File: src/inc/uef_pkg.sv
// Constants shared by the endpoint register, sequencing and FIFO logic
package uef_pkg;
  // Register port geometry and byte offsets
  localparam int         ADDR_W   = 8;
  localparam int         DATA_W   = 32;
  localparam logic [7:0] OFS_CSR  = 8'h00;
  localparam logic [7:0] OFS_FIFO = 8'h04;
  localparam logic [7:0] OFS_TXVC = 8'h08;
  localparam logic [7:0] OFS_RST  = 8'h0C;

  // Control and status field positions
  localparam int CSR_TXDONE   = 0;
  localparam int CSR_SETUP    = 2;
  localparam int CSR_HALTACK  = 3;
  localparam int CSR_TXREADY  = 4;
  localparam int CSR_HALT     = 5;
  localparam int CSR_BANK1    = 6;
  localparam int CSR_DIR      = 7;
  localparam int CSR_TYPE_LO  = 8;
  localparam int CSR_TOGGLE   = 11;
  localparam int CSR_ENABLE   = 15;
  localparam int CSR_COUNT_LO = 16;
  localparam int TXVC_DIS     = 8;
  localparam int RST_EP       = 0;

  // Endpoint type encoding; top bit set means device to host
  localparam logic [2:0] TYPE_CONTROL = 3'h0;
  localparam int         TYPE_DIR_BIT = 2;

  // Handshake codes towards the serial engine
  localparam logic [1:0] HS_ACK   = 2'h0;
  localparam logic [1:0] HS_NAK   = 2'h1;
  localparam logic [1:0] HS_STALL = 2'h2;
  localparam logic [1:0] HS_DATA  = 2'h3;

  // Packet memory geometry
  localparam int                FIFO_DEPTH = 64;
  localparam int                FIFO_AW    = 6;
  localparam int                CNT_W      = 11;
  localparam logic [CNT_W-1:0]  FIFO_FULL  = 11'h040;

  // Reset values
  localparam logic [DATA_W-1:0] RESET_WORD = 32'h0000_0000;
endpackage

File: src/verilog/uef_endpoint.sv
// Endpoint control, status and FIFO access for one USB device endpoint
//
// Chosen here: the address map and strobed register access.
`timescale 1ns/1ps
module uef_endpoint
(
  // Clock and reset
  input  wire logic                       sys_clk,
  input  wire logic                       sys_rst,
  input  wire logic                       ce,
  // Register port
  input  wire logic [uef_pkg::ADDR_W-1:0] reg_addr,
  input  wire logic [uef_pkg::DATA_W-1:0] reg_wdata,
  input  wire logic                       reg_wr,
  input  wire logic                       reg_rd,
  output logic      [uef_pkg::DATA_W-1:0] reg_rdata,
  // Serial engine events
  input  wire logic                       tok_in,
  input  wire logic                       tok_out,
  input  wire logic                       tok_setup,
  input  wire logic [7:0]                 rx_byte,
  input  wire logic                       rx_valid,
  input  wire logic                       rx_end,
  input  wire logic                       rx_pid1,
  input  wire logic                       host_ack,
  input  wire logic                       tx_pop,
  // Serial engine answers
  output logic                            hs_valid,
  output logic      [1:0]                 hs_code,
  output logic                            tx_pid1,
  output logic                            tx_zlp,
  output logic      [7:0]                 tx_byte,
  // Endpoint interrupt and transceiver
  output logic                            ep_irq,
  output logic                            txvr_off
);
  import uef_pkg::*;

  logic             tx_ready;
  logic             tx_done;
  logic             setup_rcvd;
  logic             halt_ack;
  logic             halt;
  logic             bank1_full;
  logic             dir;
  logic [2:0]       ep_type;
  logic             toggle;
  logic             ep_en;
  logic             ep_rst;
  logic             status_stage;
  logic             in_wait;
  logic             in_zlp;
  logic             rx_busy;
  logic             rx_setup;
  logic             rx_acc;
  logic             rx_stat;
  logic             wr_pend;
  logic [DATA_W-1:0] wr_q;
  logic [7:0]       fifo_q;
  logic [CNT_W-1:0] ep_count;

  // Address decode
  wire sel_csr  = (reg_addr == OFS_CSR);
  wire sel_fifo = (reg_addr == OFS_FIFO);
  wire sel_txvc = (reg_addr == OFS_TXVC);
  wire sel_rst  = (reg_addr == OFS_RST);

  // Endpoint state decode
  wire is_ctl   = (ep_type == TYPE_CONTROL);
  wire type_in  = ep_type[TYPE_DIR_BIT];
  wire ep_live  = is_ctl | ep_en;

  // Token decode; wrong-direction tokens on data endpoints are ignored
  wire in_go    = tok_in & ep_live & (is_ctl | type_in);
  wire in_stat  = is_ctl & ~dir;
  wire out_go   = tok_out & ep_live & (is_ctl | ~type_in);
  wire out_stat = is_ctl & dir;
  wire out_room = ~bank1_full & ~setup_rcvd;
  wire in_send  = ~halt & (in_stat | tx_ready);
  wire rx_fin   = rx_end & rx_busy;
  wire ack_in   = host_ack & in_wait;

  // FIFO steering
  wire fw_push   = reg_wr & sel_fifo;
  wire rx_push   = rx_valid & rx_busy & rx_acc & ~rx_stat;
  wire fifo_push = fw_push | rx_push;
  wire [7:0] fifo_wd = rx_push ? rx_byte : reg_wdata[7:0];
  wire fw_pop    = reg_rd & sel_fifo;
  wire fifo_pop  = fw_pop | tx_pop;
  wire fifo_clr  = ep_rst | tok_setup;

  // Control and status word as software sees it
  wire [DATA_W-1:0] csr_word = {5'h00, ep_count, ep_live, 3'h0, toggle,
                                ep_type, dir, bank1_full, halt, tx_ready,
                                halt_ack, setup_rcvd, 1'b0, tx_done};
  wire [DATA_W-1:0] rd_word =
    sel_csr  ? csr_word :
    sel_fifo ? {24'h00_0000, fifo_q} :
    sel_txvc ? (RESET_WORD | (DATA_W'(txvr_off) << TXVC_DIS)) :
    sel_rst  ? (RESET_WORD | DATA_W'(ep_rst)) :
    RESET_WORD;

  uef_fifo u_fifo
  (
    .sys_clk   (sys_clk),
    .sys_rst   (sys_rst),
    .ce        (ce),
    .clear     (fifo_clr),
    .push      (fifo_push),
    .push_data (fifo_wd),
    .pop       (fifo_pop),
    .pop_data  (fifo_q),
    .count     (ep_count)
  );

  // Register read data and simple registers
  always_ff @(posedge sys_clk)
  begin
    if (sys_rst)
    begin
      reg_rdata <= RESET_WORD;
      txvr_off  <= 1'b0;
      ep_rst    <= 1'b0;
      wr_pend   <= 1'b0;
      wr_q      <= RESET_WORD;
      tx_byte   <= 8'h00;
      ep_irq    <= 1'b0;
    end
    else if (ce)
    begin
      reg_rdata <= reg_rd ? rd_word : RESET_WORD;
      if (reg_wr && sel_txvc)
        txvr_off <= reg_wdata[TXVC_DIS];
      if (reg_wr && sel_rst)
        ep_rst <= reg_wdata[RST_EP];
      wr_pend <= reg_wr & sel_csr;
      wr_q    <= reg_wdata;
      if (tx_pop)
        tx_byte <= fifo_q;
      ep_irq  <= tx_done | setup_rcvd | halt_ack | bank1_full;
    end
  end

  // Flags: firmware writes first so that hardware events win
  always_ff @(posedge sys_clk)
  begin
    if (sys_rst)
    begin
      tx_ready     <= 1'b0;
      tx_done      <= 1'b0;
      setup_rcvd   <= 1'b0;
      halt_ack     <= 1'b0;
      halt         <= 1'b0;
      bank1_full   <= 1'b0;
      dir          <= 1'b0;
      ep_type      <= TYPE_CONTROL;
      ep_en        <= 1'b0;
      toggle       <= 1'b0;
      status_stage <= 1'b0;
      in_wait      <= 1'b0;
      in_zlp       <= 1'b0;
    end
    else if (ce)
    begin
      if (wr_pend)
      begin
        if (wr_q[CSR_TXREADY])
          tx_ready <= 1'b1;
        if (!wr_q[CSR_TXDONE])
          tx_done <= 1'b0;
        if (!wr_q[CSR_SETUP])
          setup_rcvd <= 1'b0;
        if (!wr_q[CSR_HALTACK])
          halt_ack <= 1'b0;
        if (!wr_q[CSR_BANK1])
          bank1_full <= 1'b0;
        halt    <= wr_q[CSR_HALT];
        dir     <= wr_q[CSR_DIR];
        ep_type <= wr_q[CSR_TYPE_LO +: 3];
        if (!is_ctl)
          ep_en <= wr_q[CSR_ENABLE];
      end
      if (in_go)
      begin
        if (halt)
          halt_ack <= 1'b1;
        else if (in_send)
        begin
          in_wait <= 1'b1;
          in_zlp  <= in_stat;
          if (in_stat)
            status_stage <= 1'b1;
        end
      end
      if (ack_in)
      begin
        in_wait <= 1'b0;
        if (!in_zlp)
        begin
          tx_ready <= 1'b0;
          tx_done  <= 1'b1;
          toggle   <= ~toggle;
        end
      end
      if (tok_setup)
      begin
        status_stage <= 1'b0;
        in_wait      <= 1'b0;
      end
      if (rx_fin)
      begin
        if (rx_setup)
        begin
          setup_rcvd <= 1'b1;
          toggle     <= 1'b0;
        end
        else if (halt)
          halt_ack <= 1'b1;
        else if (rx_stat)
          status_stage <= 1'b1;
        else if (rx_acc)
        begin
          bank1_full <= 1'b1;
          toggle     <= rx_pid1;
        end
      end
      if (ep_rst)
        toggle <= 1'b0;
    end
  end

  // Receive sequencing and handshake answers
  always_ff @(posedge sys_clk)
  begin
    if (sys_rst)
    begin
      rx_busy  <= 1'b0;
      rx_setup <= 1'b0;
      rx_acc   <= 1'b0;
      rx_stat  <= 1'b0;
      hs_valid <= 1'b0;
      hs_code  <= HS_ACK;
      tx_pid1  <= 1'b0;
      tx_zlp   <= 1'b0;
    end
    else if (ce)
    begin
      hs_valid <= 1'b0;
      if (tok_setup)
      begin
        rx_busy  <= 1'b1;
        rx_setup <= 1'b1;
        rx_acc   <= 1'b1;
        rx_stat  <= 1'b0;
      end
      else if (out_go)
      begin
        rx_busy  <= 1'b1;
        rx_setup <= 1'b0;
        rx_acc   <= ~halt & (out_stat | out_room);
        rx_stat  <= out_stat;
      end
      else if (rx_fin)
        rx_busy <= 1'b0;
      if (rx_fin)
      begin
        hs_valid <= 1'b1;
        if (!rx_setup && halt)
          hs_code <= HS_STALL;
        else if (rx_acc)
          hs_code <= HS_ACK;
        else
          hs_code <= HS_NAK;
      end
      else if (in_go)
      begin
        hs_valid <= 1'b1;
        tx_pid1  <= in_stat | toggle;
        tx_zlp   <= in_stat;
        if (halt)
          hs_code <= HS_STALL;
        else if (in_send)
          hs_code <= HS_DATA;
        else
          hs_code <= HS_NAK;
      end
    end
  end

  halt_stall_a: assert property (@(posedge sys_clk) disable iff (sys_rst)
    ce && in_go && !rx_fin && halt |=> hs_valid && hs_code == HS_STALL
    && halt_ack) else $error("forced halt not answered by STALL");
  halt_ack_a: assert property (@(posedge sys_clk) disable iff (sys_rst)
    ce && rx_fin && !rx_setup && halt |=> halt_ack
    && hs_code == HS_STALL) else $error("STALL without ack flag");
  tx_done_a: assert property (@(posedge sys_clk) disable iff (sys_rst)
    ce && ack_in && !in_zlp |=> tx_done && !tx_ready)
    else $error("ack did not complete transmit");
  bank1_irq_a: assert property (@(posedge sys_clk) disable iff (sys_rst)
    ce && rx_fin && !rx_setup && !halt && rx_acc && !rx_stat
    |=> bank1_full ##1 (ep_irq || !$past(ce)))
    else $error("bank 1 packet not flagged");
  wr_sync_a: assert property (@(posedge sys_clk) disable iff (sys_rst)
    ce && reg_wr && sel_csr ##1 ce |=> halt == $past(reg_wdata[CSR_HALT], 2)
    && dir == $past(reg_wdata[CSR_DIR], 2))
    else $error("flag write not applied after sync");
  status_zlp_a: assert property (@(posedge sys_clk) disable iff (sys_rst)
    ce && in_go && !rx_fin && in_stat && !halt
    |=> hs_code == HS_DATA && tx_pid1 && tx_zlp)
    else $error("status stage not reversed");
  ep_reset_a: assert property (@(posedge sys_clk) disable iff (sys_rst)
    ce && ep_rst |=> ep_count == '0 && !toggle)
    else $error("endpoint reset left data");
  fifo_read_a: assert property (@(posedge sys_clk) disable iff (sys_rst)
    ce && reg_rd && sel_fifo |=> reg_rdata[DATA_W-1:8] == '0
    && reg_rdata[7:0] == $past(fifo_q))
    else $error("FIFO port read wrong");
  txvr_a: assert property (@(posedge sys_clk) disable iff (sys_rst)
    ce && reg_wr && sel_txvc |=> txvr_off == $past(reg_wdata[TXVC_DIS]))
    else $error("transceiver disable not stored");
endmodule

File: src/verilog/uef_fifo.sv
// Byte FIFO holding one endpoint's packet memory
`timescale 1ns/1ps
module uef_fifo
(
  // Clock and reset
  input  wire logic                      sys_clk,
  input  wire logic                      sys_rst,
  input  wire logic                      ce,
  // Flush
  input  wire logic                      clear,
  // Push side
  input  wire logic                      push,
  input  wire logic [7:0]                push_data,
  // Pop side
  input  wire logic                      pop,
  output logic      [7:0]                pop_data,
  // Fill level
  output logic      [uef_pkg::CNT_W-1:0] count
);
  import uef_pkg::*;

  logic [7:0]         mem [FIFO_DEPTH];
  logic [FIFO_AW-1:0] wr_ptr;
  logic [FIFO_AW-1:0] rd_ptr;

  // Pushes beyond the memory are dropped
  wire do_push = push & (count != FIFO_FULL);
  wire do_pop  = pop & (count != '0);

  assign pop_data = mem[rd_ptr];

  always_ff @(posedge sys_clk)
  begin
    if (ce && do_push && !clear)
      mem[wr_ptr] <= push_data;
  end

  always_ff @(posedge sys_clk)
  begin
    if (sys_rst)
    begin
      wr_ptr <= '0;
      rd_ptr <= '0;
      count  <= '0;
    end
    else if (ce)
    begin
      if (clear)
      begin
        wr_ptr <= '0;
        rd_ptr <= '0;
        count  <= '0;
      end
      else
      begin
        if (do_push)
          wr_ptr <= wr_ptr + 1'b1;
        if (do_pop)
          rd_ptr <= rd_ptr + 1'b1;
        if (do_push && !do_pop)
          count <= count + 1'b1;
        else if (do_pop && !do_push)
          count <= count - 1'b1;
      end
    end
  end

  fifo_bound_a: assert property (@(posedge sys_clk) disable iff (sys_rst)
    count <= FIFO_FULL) else $error("fifo count beyond depth");
endmodule
File: config.mk
export PLATFORM = sky130hd
export DESIGN_NAME = uef_endpoint
export DESIGN_NICKNAME = d
export VERILOG_FILES = /design/src/inc/uef_pkg.sv /design/src/verilog/uef_endpoint.sv /design/src/verilog/uef_fifo.sv
export SDC_FILE = /design/constraint.sdc
export NUM_CORES = 1
export LEC_CHECK = 0
export ABC_AREA = 1
export BUFFER_PORTS_ARGS = -buffer_cell sky130_fd_sc_hd__buf_2
export CAP_MARGIN = 20
export CORE_MARGIN = 5
export CORE_UTILIZATION = 30
export DETAILED_ROUTE_END_ITERATION = 10
export SYNTH_ARGS = -nofsm -noshare
export SYNTH_HDL_FRONTEND = slang
export SYNTH_HIERARCHICAL = 1
export SYNTH_SLANG_ARGS = --single-unit
File: constraint.sdc
create_clock -name sys_clk -period 4.9 [get_ports sys_clk]
set_input_delay 0.98 -clock sys_clk [delete_from_list [all_inputs] [get_ports sys_clk]]
set_output_delay 0.98 -clock sys_clk [all_outputs]
set_load 0.02 [all_outputs]
==> metrics.md <==
| Metric | Value |
|---|---|
| Buffer depth of the longest clock path | `3` |
| Routed WL | `64,800 um` |
| Port bufs | `79` |
| Top-count cell post-synth | `edfxtp_1` |
| Clk_lat worst skew | `0.61 ns` |
| Die Area | `91,200 sq um` |
| CTS tree | `yes` |
| Dominant synthesized flop cell | `edfxtp_1` |
| Dpl hpwl | `roughly 39,000 um` |
| Yosys top cell by area | `edfxtp_1` |
| DR pass1 iterations | `5` |
| TritonCTS Buffers | `66` |
| Die height | `302 um` |
| Slew @ Worst Pin | `1.09 ns` |
| Hold-fix buffers at CTS | `0` |
| Largest net degree at the start of global routing | `130` |
| Finished Layout Cells | `3,668` |
| Outcome | `finished clean` |
| Total GRT Usage | `between 10% and 20%` |
| Core Util, Final | `34.8%` |
| Post-synthesis average cell area | `approximately 11 sq um` |
| Async S/R FF share, synth | `0%` |
| Vias | `17,700` |
| Achievable clock frequency | `0.278 GHz` |
| VDD IR-drop max | `0.000203 V` |
| Avg Vias per Cell | `between 4 and 5` |
| Die W | `between 300 and 400 um` |
| GR Overflow Total | `0` |
| Fin crit period | `around 3.6 ns` |
| Cts repair resizes | `0` |
| Synthesized area | `25,600 sq um` |
| CP max FO | `10` |
| Tcrit/Tclk final | `73.5%` |
| RSZ-0062 raised after global routing | `false` |
| Kind of critical path | `input pin to flip-flop` |
| First-pass GRT wire length | `between 90,000 and 100,000 um` |
| Worst min path class | `flip-flop to flip-flop` |
| Gpl congestion | `0.872` |
| Area contributors post-synth | `edfxtp_1 60%, dfxtp_1 7.7%, nand2_1 6.5%` |
| Worst r2r dst | `u_fifo/mem[22][2]` |
| Min-Delay Endpoint | `reg_rdata[0]` |
| Max-Cap Viols | `0` |
| Worst EP arrival | `3.82 ns` |
| Clock-pin slew on the worst setup and hold paths | `roughly 0.06 ns` |
| FF-to-FF setup slack | `~1.4 ns` |
| Setup Total Neg Slack | `0 ns` |
| HP Start | `reg_rdata[0]` |
| H-tree depth | `3` |
| Final net count | `2,545` |
| Tot Pwr | `0.0116 W` |
| Area Growth Syn to Fin | `15.6%` |
| Leakage | `10.6 nW` |
| Netlist cell types | `51` |
| Cell Rows | `107` |
| Fin. Hold Viols | `0` |
| Final slew viol count | `0` |
| Seq cells post-synth | `a little over 600` |
| Synthesis Warnings | `6` |
| Worst setup EP type | `flip-flop` |
| DR iter-0 viols | `roughly 1,700` |
| Synth Instances | `about 2,400` |
| Clock sink count | `611` |
| Required time worst endpoint | `5.12 ns` |
| Initial antenna violation count | `0` |
| Post-CTS Setup Bufs | `0` |
| Hold Path Stages | `2` |
| R2R depth | `11` |
| Initial Utilization | `30.1%` |
| Final clock skew | `0.0231 ns` |
| DP Cell Count | `3,546` |
| Crit Reg-Reg Startpoint | `rx_acc` |
| Drt wl/cell | `between 15 and 20 um` |
| Layout cells sized above 1 | `12.6%` |
| Post-synthesis sequential area ratio | `67.9%` |
| DRC | `0` |
| Post-synth top cells | `512 x edfxtp_1, 441 x nand2_1, 401 x nor2_1, 258 x o21ai_0, 128 x o22ai_1` |
| Pwr dens | `391 nW/um^2` |
| Setup crit start kind | `input pin` |
| Final setup vio count | `0` |
| CTS root buf | `clkbuf_16` |
| Detail Route Antenna Nets | `0` |
| Core area | `84,900 sq um` |
| Slew margin rel. | `27.4%` |
| Ports | `~110` |
| Vias in the first global route | `17,000` |
| Top-area cell type share of the netlist area | `60.1%` |
| EDFF count, synth | `approximately 500` |
==> registers in the layout, summed over array words and instances, names as in the netlist, 2 cells and up, named ones only <==
register / cells
u_fifo/mem: 512
u_fifo/wr_ptr: 6
tx_byte: 8
u_fifo/count: 11
hs_code: 2
reg_rdata: 24
wr_q: 11
u_fifo/rd_ptr: 6
ep_type: 3
==> cells by family after synthesis <==
group	after synthesis	share of synthesized area (%)
adder cells (fa/ha/maj)	13	0.665
multiplexers	7	0.308
AND/OR/NAND/NOR	997	15.8
AO/OA/AOI/OAI	508	10.9
buffers and inverters	217	4.16
flip-flops	611	67.9
other	1	0.0147
XOR/XNOR	9	0.308
==> area by class of cell <==
cell class                      count  area [sq um]
Multi-Input combinational cell   1542          7190
Fill cell                        8495         55300
Clock inverter                     36           385
Clock buffer                       84          1750
Inverter                           80           309
Sequential cell                   611         17400
Timing Repair Buffer              170          1140
Tap cell                         1144          1430
Antenna cell                        1          2.50
==> layout by cell type, fill, tap and decap left out, drive strengths merged, types with 2 or more instances in the layout <==
master    instances
xor2              7
edfxtp          512
buf             170
nand3           109
a21oi            72
conb              8
o22ai           128
or2               4
nor3              5
inv              80
mux2              7
o211ai            3
nor2            407
clkbuf           84
a31oi             2
xnor2             2
nand4             9
dfxtp            99
nor4              2
bufinv            7
a211oi            2
o21ai           294
and3              3
ha               12
nand2           457
clkinvlp          2
o21bai            3
clkinv           27
==> how the worst max path moves through the flow <==
| stage | from | slack, ns | end | cells past startpoint |
|---|---|---|---|---|
| after floorplan | rx_valid | 1.37 | u_fifo/mem[0][0] | 2 |
| after global placement | reg_addr[0] | 0.74 | u_fifo/mem[22][6] | 13 |
| after detailed placement | reg_addr[7] | 0.73 | u_fifo/mem[22][3] | 13 |
| after CTS | reg_addr[0] | 1.34 | u_fifo/mem[22][1] | 13 |
| after global routing | reg_addr[7] | 1.13 | u_fifo/mem[22][7] | 13 |
| final | reg_addr[0] | 1.30 | u_fifo/mem[22][2] | 13 |
==> per-layer routing <==
metal	share of wire (%)	vias to the layer above	global-route usage (%)
met5	0	-	0
met4	3.0	0	4.90
met3	5.3	106	2.01
met2	48	510	23.2
met1	43	8587	18.3
li1	-	8513	-
==> stage by stage <==
stage | hold slack, ns | setup slack [ns] | instance area, sq um
6_report | 0.465 | 1.30 | 29600
5_1_grt | 0.483 | 1.13 | 29600
4_1_cts | 0.468 | 1.34 | 29500
3_5_place_dp | 0.458 | 0.733 | 27400
3_3_place_gp | 0.452 | 0.745 | 27400
2_1_floorplan | 0.439 | 1.37 | 25600
==> worst max-delay path, cell delays in order <==
cell and delay [ns]:
buf_2 0.11, inv_1 0.04, nand2_1 0.12, nor3_4 0.38
nand2_1 0.09, nand2_1 0.11, nand2_1 0.10, nor2_1 0.24
nand2_1 0.18, inv_2 0.18, nand4_1 0.35, buf_4 0.32
nor2_1 0.60
==> report_power, final <==
part | switching, W | leakage, nW | total, W | internal [W]
logic | 0.000664 | 4.14 | 0.000931 | 0.000267
registers | 0.0000431 | 5.41 | 0.00572 | 0.00567
clock network | 0.00201 | 1.03 | 0.00492 | 0.00291
(Power assumes the default switching activity.)
